$ cat src/oag_pkg.sv
// Package: shared constants and types for the operand address generator.
package oag_pkg;

    // ------------------------------------------------------------------
    // Addressing modes
    // ------------------------------------------------------------------
    typedef enum logic [3:0] {
        AM_NONE     = 4'h0,
        AM_IMM      = 4'h1,
        AM_REG_DIR  = 4'h2,
        AM_REG_IND  = 4'h3,
        AM_REG_IDX  = 4'h4,
        AM_MEM_DIR  = 4'h5,
        AM_MEM_IND  = 4'h6,
        AM_MEM_PINC = 4'h7,
        AM_MEM_PDEC = 4'h8,
        AM_MEM_IDX  = 4'h9,
        AM_MEM_LIDX = 4'hA,
        AM_BLK_MOVE = 4'hB
    } amode_t;

    // ------------------------------------------------------------------
    // Instruction classes
    // ------------------------------------------------------------------
    typedef enum logic [1:0] {
        IC_ONE_OP = 2'h0,
        IC_TWO_AL = 2'h1,
        IC_LOAD   = 2'h2
    } iclass_t;

    // ------------------------------------------------------------------
    // Sequencer states, Gray coded from IDLE through ACCESS to UPDATE; the return to IDLE flips both bits
    // ------------------------------------------------------------------
    typedef enum logic [1:0] {
        ST_IDLE   = 2'b00,
        ST_ACCESS = 2'b01,
        ST_UPDATE = 2'b11
    } seq_state_t;

    localparam int          RADDR_W         = 8;
    localparam int          MADDR_W         = 16;
    localparam int          WREG_W          = 4;
    localparam logic [7:0]  RESET_WBASE     = 8'h00;
    localparam logic [15:0] PTR_STEP        = 16'h0001;
    localparam logic [7:0]  REG_STEP        = 8'h01;

endpackage

$ cat src/oag_mode_if.sv
// Interface: mode pair carried between the top and the legality checker.
`timescale 1ns/10ps
interface oag_mode_if;
    oag_pkg::iclass_t iclass;
    oag_pkg::amode_t  dst_mode;
    oag_pkg::amode_t  src_mode;
    logic             is_word;
    logic             legal;

    modport top (output iclass, output dst_mode, output src_mode, output is_word,
                 input legal);
    modport chk (input iclass, input dst_mode, input src_mode, input is_word,
                 output legal);
endinterface

$ cat src/oag_legal_check.sv
// Module: combinational check of the operand mode pair per instruction class.
`timescale 1ns/10ps
module oag_legal_check (
    oag_mode_if.chk m     // Mode pair in, verdict out
);

    // ------------------------------------------------------------------
    // Mode groups
    // ------------------------------------------------------------------
    function automatic logic is_reg_mem(input oag_pkg::amode_t a);
        is_reg_mem = (a == oag_pkg::AM_REG_DIR) || (a == oag_pkg::AM_REG_IND) ||
                     (a == oag_pkg::AM_MEM_IND) || (a == oag_pkg::AM_MEM_IDX) ||
                     (a == oag_pkg::AM_MEM_PINC) || (a == oag_pkg::AM_MEM_PDEC) ||
                     (a == oag_pkg::AM_MEM_DIR);
    endfunction

    function automatic logic two_op_ok(input oag_pkg::amode_t d,
                                       input oag_pkg::amode_t s);
        logic ok;
        ok = 1'b0;
        if (d == oag_pkg::AM_REG_DIR && is_reg_mem(s)) begin
            ok = 1'b1;                                           // [RULE9]
        end else if (s == oag_pkg::AM_REG_DIR && is_reg_mem(d)) begin
            ok = 1'b1;                                           // [RULE9]
        end else if (s == oag_pkg::AM_IMM && (d == oag_pkg::AM_REG_DIR ||
                     d == oag_pkg::AM_MEM_DIR || d == oag_pkg::AM_MEM_IND)) begin
            ok = 1'b1;                                           // [RULE9]
        end else if (d == oag_pkg::AM_MEM_IND && s == oag_pkg::AM_MEM_DIR) begin
            ok = 1'b1;                                           // [RULE10]
        end
        two_op_ok = ok;
    endfunction

    always_comb begin
        m.legal = 1'b0;
        case (m.iclass)
            oag_pkg::IC_ONE_OP: begin
                m.legal = (m.dst_mode == oag_pkg::AM_REG_DIR) ||
                          (m.dst_mode == oag_pkg::AM_REG_IND);   // [RULE1]
            end
            oag_pkg::IC_TWO_AL: begin
                m.legal = two_op_ok(m.dst_mode, m.src_mode);
            end
            oag_pkg::IC_LOAD: begin
                m.legal = two_op_ok(m.dst_mode, m.src_mode) ||
                          (m.dst_mode == oag_pkg::AM_REG_DIR &&
                           m.src_mode == oag_pkg::AM_REG_IDX) ||
                          (m.dst_mode == oag_pkg::AM_REG_IDX &&
                           m.src_mode == oag_pkg::AM_REG_DIR) ||
                          (m.dst_mode == oag_pkg::AM_MEM_LIDX &&
                           m.src_mode == oag_pkg::AM_IMM && m.is_word) ||  // [RULE11]
                          (m.dst_mode == oag_pkg::AM_BLK_MOVE);
            end
            default: begin
                m.legal = 1'b0;
            end
        endcase
    end

endmodule

$ cat src/operand_address_generator.sv
// Module: operand address generator, resolves operand locations for the core.
`timescale 1ns/10ps
// Functional notes
// RULE1: One-operand byte ops: register direct/indirect only.
// RULE2: Immediate operand comes from instruction only.
// RULE3: Word register destination uses even pair.
// RULE4: Direct register by absolute or working number.
// RULE5: Indirect register address held in working register.
// RULE6: Indexed address is offset plus working register.
// RULE7: Indexed uses byte offset, single index.
// RULE8: Index base only from working register.
// RULE9: Two-operand pairs: direct with others, immediate sources.
// RULE10: Only memory pair: indirect destination, direct source.
// RULE11: Loads add register indexed, long-indexed immediate words.
// RULE12: Post-increment pointer after the access.
// RULE13: Pre-decrement pointer before the access.
// RULE14: Block move bumps memory and register pointers.
// RULE15: Indexed register sum wraps at eight bits.
module operand_address_generator (
    input  wire logic                  clk_i,        // Core clock, 250 MHz
    input  wire logic                  rst_i,        // Asynchronous reset, active high
    input  wire logic                  en_i,         // Clock enable, freezes state when low
    input  wire logic                  start_i,      // Decoder presents an operand request
    input  wire oag_pkg::iclass_t      iclass_i,     // Instruction class
    input  wire oag_pkg::amode_t       dst_mode_i,   // Destination addressing mode
    input  wire oag_pkg::amode_t       src_mode_i,   // Source addressing mode
    input  wire logic                  is_word_i,    // Word-sized transfer
    input  wire logic                  use_wreg_i,   // Direct operand named as working register
    input  wire logic [7:0]            abs_addr_i,   // Absolute register address field
    input  wire logic [3:0]            wreg_i,       // Working register number field
    input  wire logic [7:0]            offset_i,     // Short offset / immediate byte
    input  wire logic [15:0]           imm_i,        // Immediate word / memory address
    input  wire logic [7:0]            wbase_i,      // Base of current working set
    input  wire logic [7:0]            wreg_val_i,   // Value of named working register
    input  wire logic [15:0]           wpair_val_i,  // Value of named working register pair
    input  wire logic [7:0]            rptr_val_i,   // Register pointer for block move
    output logic                       busy_o,       // Sequence in progress
    output logic                       done_o,       // Addresses valid, one-cycle pulse
    output logic                       illegal_o,    // Mode pair refused, one-cycle pulse
    output logic                       op_is_imm_o,  // Operand value is immediate
    output logic [15:0]                imm_val_o,    // Immediate operand value
    output logic                       op_is_reg_o,  // Operand lies in register file
    output logic [7:0]                 reg_addr_o,   // Register-file address
    output logic                       reg_hi_we_o,  // Second byte of a word pair written
    output logic                       op_is_mem_o,  // Operand lies in memory
    output logic [15:0]                mem_addr_o,   // Memory address
    output logic                       ptr_we_o,     // Write back updated pair pointer
    output logic [15:0]                ptr_val_o,    // Updated pair pointer value
    output logic                       rptr_we_o,    // Write back updated register pointer
    output logic [7:0]                 rptr_val_o    // Updated register pointer value
);

    // ------------------------------------------------------------------
    // Legality check
    // ------------------------------------------------------------------
    oag_mode_if mi ();

    assign mi.iclass   = iclass_i;
    assign mi.dst_mode = dst_mode_i;
    assign mi.src_mode = src_mode_i;
    assign mi.is_word  = is_word_i;

    oag_legal_check u_chk (
        .m (mi.chk)
    );

    // ------------------------------------------------------------------
    // Address arithmetic
    // ------------------------------------------------------------------
    function automatic logic [7:0] wreg_addr(input logic [7:0] base,
                                             input logic [3:0] n);
        wreg_addr = base + {4'h0, n};
    endfunction

    // The operand that needs resolving is the one that is not plain register direct.
    oag_pkg::amode_t sel_mode;
    always_comb begin
        sel_mode = (dst_mode_i == oag_pkg::AM_REG_DIR && src_mode_i != oag_pkg::AM_NONE)
                   ? src_mode_i : dst_mode_i;
    end

    // ------------------------------------------------------------------
    // Sequencer
    // ------------------------------------------------------------------
    oag_pkg::seq_state_t state_q, state_d;
    logic                done_q, done_d;
    logic                ill_q, ill_d;
    logic                imm_q, imm_d, isreg_q, isreg_d, ismem_q, ismem_d, hi_q, hi_d;
    logic [15:0]         immv_q, immv_d, maddr_q, maddr_d, ptr_q, ptr_d;
    logic [7:0]          raddr_q, raddr_d, rptr_q, rptr_d;
    logic                ptrwe_q, ptrwe_d, rptrwe_q, rptrwe_d;
    logic                post_q, post_d, blk_q, blk_d;

    always_comb begin
        state_d  = state_q;
        done_d   = 1'b0;
        ill_d    = 1'b0;
        imm_d    = imm_q;
        isreg_d  = isreg_q;
        ismem_d  = ismem_q;
        hi_d     = hi_q;
        immv_d   = immv_q;
        maddr_d  = maddr_q;
        raddr_d  = raddr_q;
        ptr_d    = ptr_q;
        rptr_d   = rptr_q;
        ptrwe_d  = 1'b0;
        rptrwe_d = 1'b0;
        post_d   = post_q;
        blk_d    = blk_q;
        case (state_q)
            oag_pkg::ST_IDLE: begin
                if (start_i && !mi.legal) begin
                    ill_d = 1'b1;
                end else if (start_i) begin
                    imm_d   = 1'b0;
                    isreg_d = 1'b0;
                    ismem_d = 1'b0;
                    hi_d    = 1'b0;
                    post_d  = 1'b0;
                    blk_d   = 1'b0;
                    state_d = oag_pkg::ST_ACCESS;
                    case (sel_mode)
                        oag_pkg::AM_IMM: begin
                            imm_d  = 1'b1;                                  // [RULE2]
                            immv_d = is_word_i ? imm_i : {8'h00, offset_i}; // [RULE2]
                            hi_d = is_word_i && dst_mode_i == oag_pkg::AM_REG_DIR;
                            raddr_d = use_wreg_i ? wreg_addr(wbase_i, wreg_i) : abs_addr_i;
                            raddr_d[0] &= !hi_d; // [RULE3]
                        end
                        oag_pkg::AM_REG_DIR: begin
                            isreg_d = 1'b1;
                            raddr_d = use_wreg_i ? wreg_addr(wbase_i, wreg_i)
                                                 : abs_addr_i;              // [RULE4]
                            if (is_word_i) begin
                                raddr_d[0] = 1'b0;                          // [RULE3]
                                hi_d       = 1'b1;                          // [RULE3]
                            end
                        end
                        oag_pkg::AM_REG_IND: begin
                            isreg_d = 1'b1;
                            raddr_d = wreg_val_i;                           // [RULE5]
                        end
                        oag_pkg::AM_REG_IDX: begin
                            isreg_d = 1'b1;
                            // Byte offset plus one working register, carry dropped.
                            raddr_d = 8'(offset_i + wreg_val_i);    // [RULE6] [RULE7] [RULE8] [RULE15]
                        end
                        oag_pkg::AM_MEM_DIR: begin
                            ismem_d = 1'b1;
                            maddr_d = imm_i;
                        end
                        oag_pkg::AM_MEM_IND: begin
                            ismem_d = 1'b1;
                            maddr_d = wpair_val_i;
                        end
                        oag_pkg::AM_MEM_PINC: begin
                            ismem_d = 1'b1;
                            maddr_d = wpair_val_i;                          // [RULE12]
                            ptr_d   = wpair_val_i + oag_pkg::PTR_STEP;
                            post_d  = 1'b1;
                        end
                        oag_pkg::AM_MEM_PDEC: begin
                            ismem_d = 1'b1;
                            ptr_d   = wpair_val_i - oag_pkg::PTR_STEP;      // [RULE13]
                            maddr_d = wpair_val_i - oag_pkg::PTR_STEP;      // [RULE13]
                            ptrwe_d = 1'b1;                                 // [RULE13]
                        end
                        oag_pkg::AM_MEM_IDX: begin
                            ismem_d = 1'b1;
                            maddr_d = wpair_val_i + {8'h00, offset_i};
                        end
                        oag_pkg::AM_MEM_LIDX: begin
                            ismem_d = 1'b1;
                            maddr_d = wpair_val_i + imm_i;
                        end
                        oag_pkg::AM_BLK_MOVE: begin
                            ismem_d = 1'b1;
                            isreg_d = 1'b1;
                            maddr_d = wpair_val_i;
                            raddr_d = rptr_val_i;
                            ptr_d   = wpair_val_i + oag_pkg::PTR_STEP;
                            rptr_d  = rptr_val_i + oag_pkg::REG_STEP;
                            blk_d   = 1'b1;
                        end
                        default: begin
                            state_d = oag_pkg::ST_IDLE;
                            ill_d   = 1'b1;
                        end
                    endcase
                end
            end
            oag_pkg::ST_ACCESS: begin
                // Addresses are presented now; post-increment and block-move pointer updates follow the access.
                done_d  = 1'b1;
                state_d = oag_pkg::ST_UPDATE;
            end
            oag_pkg::ST_UPDATE: begin
                ptrwe_d  = post_q || blk_q;                                 // [RULE12] [RULE14]
                rptrwe_d = blk_q;                                           // [RULE14]
                state_d  = oag_pkg::ST_IDLE;
            end
            default: begin
                state_d = oag_pkg::ST_IDLE;
            end
        endcase
    end

    always_ff @(posedge clk_i or posedge rst_i) begin
        if (rst_i) begin
            state_q  <= oag_pkg::ST_IDLE;
            done_q   <= 1'b0;
            ill_q    <= 1'b0;
            imm_q    <= 1'b0;
            isreg_q  <= 1'b0;
            ismem_q  <= 1'b0;
            hi_q     <= 1'b0;
            immv_q   <= 16'h0000;
            maddr_q  <= 16'h0000;
            raddr_q  <= 8'h00;
            ptr_q    <= 16'h0000;
            rptr_q   <= 8'h00;
            ptrwe_q  <= 1'b0;
            rptrwe_q <= 1'b0;
            post_q   <= 1'b0;
            blk_q    <= 1'b0;
        end else if (en_i) begin
            state_q  <= state_d;
            done_q   <= done_d;
            ill_q    <= ill_d;
            imm_q    <= imm_d;
            isreg_q  <= isreg_d;
            ismem_q  <= ismem_d;
            hi_q     <= hi_d;
            immv_q   <= immv_d;
            maddr_q  <= maddr_d;
            raddr_q  <= raddr_d;
            ptr_q    <= ptr_d;
            rptr_q   <= rptr_d;
            ptrwe_q  <= ptrwe_d;
            rptrwe_q <= rptrwe_d;
            post_q   <= post_d;
            blk_q    <= blk_d;
        end
    end

    assign busy_o      = (state_q != oag_pkg::ST_IDLE);
    assign done_o      = done_q;
    assign illegal_o   = ill_q;
    assign op_is_imm_o = imm_q;
    assign imm_val_o   = immv_q;
    assign op_is_reg_o = isreg_q;
    assign reg_addr_o  = raddr_q;
    assign reg_hi_we_o = hi_q;
    assign op_is_mem_o = ismem_q;
    assign mem_addr_o  = maddr_q;
    assign ptr_we_o    = ptrwe_q;
    assign ptr_val_o   = ptr_q;
    assign rptr_we_o   = rptrwe_q;
    assign rptr_val_o  = rptr_q;

    // ------------------------------------------------------------------
    // Checks
    // ------------------------------------------------------------------
    a_one_op_modes: assert property (@(posedge clk_i) disable iff (rst_i) // [RULE1]
        (en_i && state_q == oag_pkg::ST_IDLE && start_i && iclass_i == oag_pkg::IC_ONE_OP &&
         dst_mode_i == oag_pkg::AM_MEM_DIR) |=> ill_q)
        else $error("one-operand memory mode not refused");
    a_imm_only: assert property (@(posedge clk_i) disable iff (rst_i) // [RULE2]
        imm_q |-> !isreg_q && !ismem_q)
        else $error("immediate operand also flagged as register or memory");
    a_word_even: assert property (@(posedge clk_i) disable iff (rst_i) // [RULE3]
        hi_q |-> raddr_q[0] == 1'b0)
        else $error("word register pair not even");
    a_idx_wrap: assert property (@(posedge clk_i) disable iff (rst_i) // [RULE15]
        (en_i && state_q == oag_pkg::ST_IDLE && start_i && mi.legal &&
         sel_mode == oag_pkg::AM_REG_IDX) |=> raddr_q == 8'($past(offset_i) + $past(wreg_val_i)))
        else $error("indexed register address wrong");
    a_ind_addr: assert property (@(posedge clk_i) disable iff (rst_i) // [RULE5]
        (en_i && state_q == oag_pkg::ST_IDLE && start_i && mi.legal &&
         sel_mode == oag_pkg::AM_REG_IND) |=> raddr_q == $past(wreg_val_i))
        else $error("indirect register address wrong");
    a_post_inc: assert property (@(posedge clk_i) disable iff (rst_i) // [RULE12]
        (en_i && done_q && post_q) |=> ptr_we_o && ptr_val_o == mem_addr_o + 16'h0001)
        else $error("post-increment not after access");
    a_pre_dec: assert property (@(posedge clk_i) disable iff (rst_i) // [RULE13]
        (ptr_we_o && state_q == oag_pkg::ST_ACCESS) |-> ptr_val_o == mem_addr_o)
        else $error("pre-decrement address differs from pointer");
    a_blk_move: assert property (@(posedge clk_i) disable iff (rst_i) // [RULE14]
        rptr_we_o |-> ptr_we_o && rptr_val_o == reg_addr_o + 8'h01)
        else $error("block move pointers not both bumped");

endmodule

$ cat config.mk
export PLATFORM = sky130hd
export DESIGN_NAME = operand_address_generator
export DESIGN_NICKNAME = d
export VERILOG_FILES = /design/src/oag_pkg.sv /design/src/oag_mode_if.sv /design/src/oag_legal_check.sv /design/src/operand_address_generator.sv
export SDC_FILE = /design/constraint.sdc
export NUM_CORES = 1
export LEC_CHECK = 0
export BUFFER_PORTS_ARGS = -buffer_cell sky130_fd_sc_hd__buf_2
export CAP_MARGIN = 20
export CORE_MARGIN = 8
export CORE_UTILIZATION = 40
export CTS_BUF_LIST = sky130_fd_sc_hd__clkbuf_16
export DETAILED_ROUTE_END_ITERATION = 10
export SLEW_MARGIN = 20
export SYNTH_ARGS = -nofsm -noshare
export SYNTH_HDL_FRONTEND = slang
export SYNTH_SLANG_ARGS = --single-unit
$ cat constraint.sdc
create_clock -name clk_i -period 4.83 [get_ports clk_i]
set_input_delay 0.2415 -clock clk_i [delete_from_list [all_inputs] [get_ports clk_i]]
set_output_delay 0.2415 -clock clk_i [all_outputs]
set_load 0.005 [all_outputs]
==> run metrics, run 1 <==
Worst-Margin Slew 974 ps; Clock Tree Buf Depth 2; hpwl dp roughly 16000 um; Max H-tree Level 3; WL final between 15000 and 20000 um; total nets after synthesis 852; CP Max Fanout 17; Placed Area between 0.007 and 0.008 sq mm; Netlist Area Pre-Place around 0.0063 sq mm; async set or reset register ratio after synthesis between 90% and 100%; final hold vios 0; Post-CTS Resized 0; slowest cell on the critical path or3_4; Die Y roughly 140 um; Syn-to-layout area delta 20.2%; Setup Viol. Count Final 0; wire per inst between 15 and 20 um; worst min path class in2async; Synth Instances 725; critical path class in2reg; Max VDD drop 181 uV; Sw Share 31.8%; Max Freq 304 MHz; LEAKAGE 3.72 nW; commonest non-fill, non-tap cell in the layout buf_2; GP Congestion just over 0.9; largest net degree at the start of global routing 44; gr usage total 19.6%; via count slightly above 6000; final net count about 990; Final period util 68.1%; status complete, no violations; Top Ports 165; Setup Buffers After CTS 0; critical path launch point type input port; number of synthesized flops with an enable pin 0; RSZ-0062 raised after global routing no; sequential share of power 37.1%; Crit path largest cell delay 420 ps; Pre-antenna DRT Iters 6; Int Power 1.57 mW; initial DRC count 486; yosys warns 0; share of cells above drive strength 1 29.8%; crit-path leading delay family compound AO/OA/AOI/OAI gates; Critical Path RT a little over 5000 ps; Port Buffers 164; Slew HR 34.6%; Clk Latency, worst-skew pair 350 ps; Switch Pwr approximately 730 uW; min cycle time layout 3290 ps; Starting Density 41.1%; DR vias/cell about 5.6; # diodes 0; core area 0.0153 sq mm; Seq/Total Area, Yosys 30.3%; Rows 45; count of cell types in the netlist 74; crit path cell chain buf_2 -> or3_4 -> o31ai_1 -> buf_4 -> nor3_1 -> buf_4 -> nand2_1 -> nand2_1 -> ha_1 -> o21ai_0 -> a21oi_1 -> o22ai_1 -> o211ai_1 -> a31o_2 -> a31oi_1 -> o21ai_0; Clock Tree Root clkbuf_16; most frequent cells in the layout 164 x buf_2, 76 x dfrtp_1, 69 x nand2_1, 53 x mux2_2, 51 x o21ai_0; post-route cell area roughly 0.0075 sq mm; crit path capture type flip-flop; DIE AREA 0.0199 sq mm; clock-pin slew on the worst setup and hold paths 70 ps; ys flop type dfrtp_1; initial antenna violation count 1; Post-route DRC 0; first-pass GRT wire length 31500 um; Mean Syn Cell Area 8.65 sq um; post-route ant nets 0; final hold slack 14.8 ps; Max Transition Viols Final 0; Hold Buf Count CTS 0; Setup Skew 6.40 ps; WP buf/inv 3; Pwr Density 306 mW/mm^2; Die Wd 141 um; vias in the first global route a little over 6000; GR Overflow Total 0; MaxCap Viol Count 0; TritonCTS clock tree done; Fin Setup TNS 0 ps; Clk pwr share 31.8%; logic gate share of total power 31.1%; Worst EP arrival 3510 ps; # clock sinks 76; cts bufs inserted 9; Yosys reg bits 76
cells in the mapped netlist, types with 4 or more instances:
master | instances | area, sq um
a211o_1 | 5 | 43.8
a211oi_1 | 4 | 30.0
a21o_1 | 18 | 135
a21oi_1 | 44 | 220
a222oi_1 | 4 | 40.0
a22oi_1 | 8 | 60.1
a31oi_1 | 9 | 56.3
and2_1 | 8 | 50.1
and3_1 | 5 | 31.3
buf_6 | 4 | 45.0
clkbuf_1 | 36 | 135
dfrtp_1 | 76 | 1900
ha_1 | 32 | 400
inv_1 | 21 | 78.8
mux2_2 | 53 | 597
mux2i_1 | 6 | 60.1
nand2_1 | 69 | 259
nand2b_1 | 5 | 31.3
nand3_1 | 18 | 90.1
nand4_1 | 8 | 50.1
nor2_1 | 45 | 169
nor2b_1 | 6 | 37.5
nor3_1 | 37 | 185
o211ai_1 | 6 | 45.0
o21ai_0 | 51 | 255
o21bai_1 | 6 | 45.0
o22ai_1 | 6 | 37.5
o31ai_1 | 8 | 60.1
or3_1 | 11 | 68.8
xnor2_1 | 33 | 289
xor2_1 | 14 | 123
final cells by class:
type / instances / area, sq um
Multi-Input combinational cell: 585 / 4100
Fill cell: 1500 / 7720
Clock buffer: 9 / 225
Inverter: 21 / 78.8
Sequential cell: 76 / 1900
Clock inverter: 7 / 92.6
Tap cell: 211 / 264
Timing Repair Buffer: 172 / 881
path summary, 6_finish.rpt:
check	startpoint	cells past startpoint	slack, ps	to
setup / recovery	dst_mode_i[0]	16	1540	mem_addr_o[14]
hold / removal	rst_i	2	10	op_is_imm_o
setup reg to reg	state_q[0]	6	2240	imm_val_o[0]
hold reg to reg	imm_val_o[11]	1	480	imm_val_o[11]
max in group asynchronous	rst_i	3	3740	mem_addr_o[4]
min in group clk_i	rptr_val_i[0]	2	120	rptr_val_o[0]
routing by layer:
metal / part of all wire (%) / GRT usage, % / vias up
met1: 46 / 25.1 / 2916
met2: 45 / 31.2 / 191
met4: 1.8 / 5.88 / 2
met3: 6.7 / 5.54 / 24
li1: - / - / 2937
met5: 0.041 / 0 / -
power groups by stage:
stage               Combinational [mW]  Clock (mW)  Sequential (mW)
floorplan                        0.413           0            0.863
global placement                 0.721           0            0.865
detailed placement               0.723           0            0.867
CTS                              0.726       0.748            0.857
global route                     0.803       0.775            0.873
finish                           0.716       0.733            0.855
stage by stage:
step / setup WS (ps) / total power [mW] / util [%] / cells
after floorplan: 1280 / 1.28 / - / 725
after global placement: 1250 / 1.59 / 47.3 / 1065
after detailed placement: 1210 / 1.59 / 47.3 / 1065
after CTS: 1570 / 2.33 / 49.4 / 1081
after global routing: 1160 / 2.45 / 49.4 / 1081
final: 1540 / 2.30 / 49.4 / 1081
flip-flops by register name (all words and copies together), names as in the netlist, 2 cells and up:
register and count:
reg_addr_o 8, state_q 2, rptr_val_o 8, imm_val_o 16, mem_addr_o 16, ptr_val_o 16
cells by family after synthesis:
kind of cell	count (synthesis)	synth area share, %
flip-flops	76	30.3
AO/OA/AOI/OAI	201	20.9
adder cells (fa/ha/maj)	35	7.34
AND/OR/NAND/NOR	242	19.9
XOR/XNOR	47	6.56
buffers and inverters	64	4.35
multiplexers	60	10.7
Power figures use the tool's default switching activity.
==> inputs of run 2 (changes only) <==
Clock period 4.83 ns to 3.36 ns, I/O delays scaled along.
==> run metrics, run 2 (same netlist as run 1, synthesis figures left out) <==
status finished with violations (was complete, no violations); failing checks hold timing; # diodes 0 (unchanged); Max VDD drop 260 uV (was 181 uV); Critical Path RT 3620 ps (was 5050 ps); crit path cell chain buf_2 -> nor4bb_1 -> buf_4 -> o21bai_1 -> nor3_2 -> buf_4 -> nand2_1 -> nand2_1 -> inv_1 -> fa_1 -> nor2b_1 -> o31a_1 -> o22ai_1 -> o21ai_0 -> xor2_1 -> a21oi_1 -> o31ai_1 (was buf_2 -> or3_4 -> o31ai_1 -> buf_4 -> nor3_1 -> buf_4 -> nand2_1 -> nand2_1 -> ha_1 -> o21ai_0 -> a21oi_1 -> o22ai_1 -> o211ai_1 -> a31o_2 -> a31oi_1 -> o21ai_0); Setup Skew 4.99 ps (was 6.40 ps); core area 0.0153 sq mm (unchanged); DR vias/cell 5.47 (was 5.62); initial antenna violation count 2 (was 1); Die Y 141 um (unchanged); Crit path largest cell delay 420 ps (about the same); Rows 45 (unchanged); Die Wd 141 um (unchanged); hpwl dp 15800 um (was 15500 um); final hold slack -1.54 ps (was 14.8 ps); commonest non-fill, non-tap cell in the layout buf_2 (unchanged); R2R Setup Slk 1020 ps (was 2240 ps); Post-route DRC 0 (unchanged); first-pass GRT wire length 31900 um (was 31500 um); Clk Latency, worst-skew pair 340 ps (was 350 ps); Max H-tree Level 3 (unchanged); Max Transition Viols Final 0 (unchanged); GR Overflow Total 0 (unchanged); Port Buffers 164 (unchanged); crit path capture type flip-flop (unchanged); Syn-to-layout area delta 25.3% (was 20.2%); Pwr Density 437 mW/mm^2 (was 306 mW/mm^2); Top Ports 165 (unchanged); Pre-antenna DRT Iters 5 (was 6); share of cells above drive strength 1 32.8% (was 29.8%); Clock Tree Root clkbuf_16 (unchanged); Clock Tree Buf Depth 2 (unchanged); most frequent cells in the layout 164 x buf_2, 76 x dfrtp_1, 69 x nand2_1, 53 x mux2_2, 51 x o21ai_0 (unchanged); WL final 19800 um (was 19700 um); min cycle time layout 2960 ps; Finished Layout Cells 1117 (was 1081); TritonCTS clock tree done (unchanged); Placed Area 0.00751 sq mm (was 0.00722 sq mm); CP Max Fanout 7 (was 17); worst min path class in2async (unchanged); Worst EP arrival 3220 ps (was 3510 ps); RSZ-0062 raised after global routing no (unchanged); post-route cell area 0.00786 sq mm (was 0.00754 sq mm); post-route ant nets 0 (unchanged); final hold vios 1 (was 0); Starting Density 41.1% (unchanged); setup ws final 395 ps (was 1540 ps); slowest cell on the critical path fa_1 (was or3_4); Worst-Margin Slew 871 ps (was 974 ps); reg-to-reg endpoint reg_addr_o[7] (was imm_val_o[0]); Hold Buf Count CTS 0 (unchanged); wire per inst 17.7 um (was 18.2 um); cts bufs inserted 9 (unchanged); initial DRC count 426 (was 486); placed instance count 1101 (was 1065); R2R depth 6 (unchanged); # clock sinks 76 (unchanged); Fin Setup TNS 0 ps (unchanged); Slew HR 41.9% (was 34.6%); gr usage total 19.9% (was 19.6%); final net count 1028 (was 992); Setup Viol. Count Final 0 (unchanged); Crit Reg-Reg Startpoint state_q[0] (unchanged); Max Freq about 340 MHz; MaxCap Viol Count 0 (unchanged); DIE AREA 0.0199 sq mm (unchanged); total power 3.43 mW (was 2.30 mW); Setup Buffers After CTS 0 (unchanged); Post-Route Utilization 51.5% (was 49.4%); Post-CTS Resized 0 (unchanged); vias in the first global route 6230 (was 6105); pre-CTS setup slack 51.0 ps (was 1210 ps); GP Congestion 0.909 (was 0.915); clock-pin slew on the worst setup and hold paths 60 ps (was 70 ps); via count 6111 (was 6070); LEAKAGE 3.92 nW (was 3.72 nW); largest net degree at the start of global routing 40 (was 44); critical path launch point type input port (unchanged); Final period util about nine tenths; critical path class in2reg (unchanged)
-- run 2: critical path, delay by kind of cell --
family | cells | cell delay, ps
AO/OA/AOI/OAI | 6 | 1050
XOR/XNOR | 1 | 160
adder cells (fa/ha/maj) | 1 | 420
buffers and inverters | 4 | 540
AND/OR/NAND/NOR | 5 | 880
-- run 2: cell type report --
class | instances | area (sq um)
fill | 1499 | 7400
multi-input combinational | 585 | 4110
sequential | 76 | 1900
timing repair buffer | 208 | 1160
tap | 211 | 264
clock buffer | 9 | 225
clock inverter | 7 | 115
inverter | 21 | 78.8
-- run 2: report_power, final --
group | switching (mW) | total, mW | internal [mW]
Clock | 0.415 | 1.14 | 0.725
Sequential | 0.108 | 1.22 | 1.11
Combinational | 0.544 | 1.07 | 0.529
-- run 2: how the worst max path moves through the flow --
stage	startpoint	to	slack [ps]	cells past startpoint
after floorplan	src_mode_i[3]	mem_addr_o[12]	30	17
after global placement	dst_mode_i[0]	mem_addr_o[12]	110	16
after detailed placement	dst_mode_i[0]	mem_addr_o[7]	50	15
after CTS	dst_mode_i[0]	mem_addr_o[12]	420	17
after global routing	src_mode_i[3]	mem_addr_o[10]	100	18
final	dst_mode_i[0]	mem_addr_o[12]	400	17
-- run 2: routing by layer --
metal	track usage [%]	share of wire, %	vias to the layer above
li1	-	-	3024
met1	25.5	46	2871
met2	32.1	46	188
met3	5.81	7.1	24
met4	4.86	1.3	4
met5	0	0.11	-
==> inputs of run 3 (changes only) <==
Settings changed: REMOVE_ABC_BUFFERS from default to 1.
Clock period 3.36 ns to 3.73 ns, I/O delays scaled along.
==> run metrics, run 3 (same netlist as run 1, synthesis figures left out) <==
Critical Path RT 3990 ps (was 3620 ps); share of cells above drive strength 1 31.5% (was 32.8%); GR Overflow Total 0 (unchanged); Max VDD drop 239 uV (was 260 uV); first-pass GRT wire length 31800 um (was 31900 um); TritonCTS clock tree done (unchanged); Rows 45 (unchanged); worst min path class in2reg (was in2async); via count 6101 (was 6111); gr usage total 20.0% (was 19.9%); Top Ports 165 (unchanged); Post-CTS Resized 0 (unchanged); filler instances 1524 (was 1499); Syn-to-layout area delta 22.9% (was 25.3%); WHS Endpoint rptr_val_o[0]; Clk Latency, worst-skew pair 350 ps (was 340 ps); final hold vios 0 (was 1); GR met2 Demand/Resource 31.0% (was 32.1%); R2R depth 6 (unchanged); wire per inst 18.2 um (was 17.7 um); Starting Density 41.1% (unchanged); reg-to-reg endpoint imm_val_o[0] (was reg_addr_o[7]); clock-pin slew on the worst setup and hold paths 60 ps (about the same); largest net degree at the start of global routing 45 (was 40); Slew HR 38.3% (was 41.9%); final net count 1013 (was 1028); vias in the first global route 6039 (was 6230); cts bufs inserted 9 (unchanged); multi-input logic area 0.00410 sq mm (was 0.00411 sq mm); commonest non-fill, non-tap cell in the layout buf_2 (unchanged); setup ws final 285 ps (was 395 ps); hold-critical path depth 2; Max Transition Viols Final 0 (unchanged); Switch Pwr 964 uW (was 1.07 mW); Pre-antenna DRT Iters 8 (was 5); WL final 20000 um (was 19800 um); Clock Tree Buf Depth 2 (unchanged); Crit Reg-Reg Startpoint state_q[0] (unchanged); pre-CTS setup slack -282 ps (was 51.0 ps); Max Freq 290 MHz; Worst EP arrival 3710 ps (was 3220 ps); DIE AREA 0.0199 sq mm (unchanged); met3 Use GR 3.95% (was 5.81%); status complete, no violations (was finished with violations); Pwr Density 391 mW/mm^2 (was 437 mW/mm^2); R2R Setup Slk 1210 ps (was 1020 ps); Seq. cell area 0.00190 sq mm (unchanged); min cycle time layout 3450 ps; Worst-Margin Slew 925 ps (was 871 ps); Clk pwr share 31.7% (was 33.2%); GRT Max-Usage Layer met2 (unchanged); post-route ant nets 0 (unchanged); DR vias/cell 5.54 (was 5.47); RSZ-0062 raised after global routing no (unchanged); critical path launch point type input port (unchanged); MaxCap Viol Count 0 (unchanged); CP Max Fanout 9 (was 7); Die Wd 141 um (unchanged); Clock Tree Root clkbuf_16 (unchanged); hold_sp rptr_val_i[0]; Max H-tree Level 3 (unchanged); initial DRC count 503 (was 426); sequential share of power 36.7% (was 35.6%); most frequent cells in the layout 164 x buf_2, 76 x dfrtp_1, 69 x nand2_1, 53 x mux2_2, 51 x o21ai_0 (unchanged); # diodes 0 (unchanged); LEAKAGE 3.81 nW (was 3.92 nW); post-route cell area 0.00770 sq mm (was 0.00786 sq mm); hpwl dp 15800 um (about the same); # clock sinks 76 (unchanged); Sw Share 32.0% (was 31.1%); Port Buffers 164 (unchanged); initial antenna violation count 0 (was 2); Post-route DRC 0 (unchanged); Die Y 141 um (unchanged); GP Congestion 0.906 (was 0.909); critical path class in2reg (unchanged); Crit. Startpoint src_mode_i[2] (was dst_mode_i[0]); logic gate share of total power 31.7% (was 31.2%); Setup Viol. Count Final 0 (unchanged); met1 usage 27.3% (was 25.5%); Int Power 2.05 mW (was 2.37 mW); Final period util 92.4%; Placed Area 0.00737 sq mm (was 0.00751 sq mm); crit path capture type flip-flop (unchanged); Setup Skew 4.26 ps (was 4.99 ps); core area 0.0153 sq mm (unchanged)
-- run 3: cell count changes in the layout (fill, tap and decap cells not counted), sizes merged --
| cell | change |
|---|---|
| buf | -16 |
| clkinvlp | +3 |
| clkinv | +1 |
| bufinv | -1 |
| dlygate4sd3 | +1 |
| inv | -3 |
-- run 3: metal layers --
layer	part of all wire [%]	vias to the layer above
met4	1.6	0
met3	5.7	21
li1	-	2985
met5	0	-
met2	45	185
met1	48	2910
-- run 3: what timing repair did --
action,in CTS,in global routing
buffers inserted,0,0
hold buffers,1,0
endpoints found under the hold margin,15,0
-- run 3: power by group through the flow --
stage | sequential [mW] | clock [mW] | combinational [mW]
global placement | 1.11 | 0 | 0.955
finish | 1.10 | 0.954 | 0.954
detailed placement | 1.12 | 0 | 0.959
global route | 1.13 | 1.01 | 1.07
CTS | 1.11 | 0.970 | 0.964
floorplan | 1.12 | 0 | 0.505
-- run 3: worst max-delay path by stage --
stage	end	slack [ps]	cells past startpoint
2_1_floorplan	mem_addr_o[12]	330	15
3_3_place_gp	mem_addr_o[12]	-200	16
3_5_place_dp	mem_addr_o[12]	-280	16
4_1_cts	mem_addr_o[12]	80	16
5_1_grt	mem_addr_o[12]	70	16
6_report	mem_addr_o[12]	280	16
-- run 3: layout make-up --
type	instances	area share (%)
Multi-Input combinational cell	585	53.2
Inverter	21	1.04
Timing Repair Buffer	193	13.5
Tap cell	211	3.43
Sequential cell	76	24.7
Clock inverter	7	1.19
Clock buffer	9	2.92
-- run 3: critical path, cell delays in order --
cell	delay, ps
buf_2	120
nor4bb_1	530
o21bai_1	190
nor3_2	580
nand2_1	110
nand2_1	80
ha_1	160
inv_1	60
fa_1	400
nor2b_1	180
o31a_1	210
o22ai_1	180
o21ai_0	240
xor2_1	160
a21oi_1	80
o31ai_1	240
-- run 3: per-stage QoR --
stage	std cells	hold WS, ps	total power [mW]	TNS (ps)	utilization (%)
global route	1102	82.4	3.20	0	50.5
global placement	1085	357	2.07	-1210	48.3
floorplan	682	273	1.62	0	-
CTS	1102	66.9	3.04	0	50.5
finish	1102	80.0	3.01	0	50.5
detailed placement	1085	365	2.08	-2260	48.3
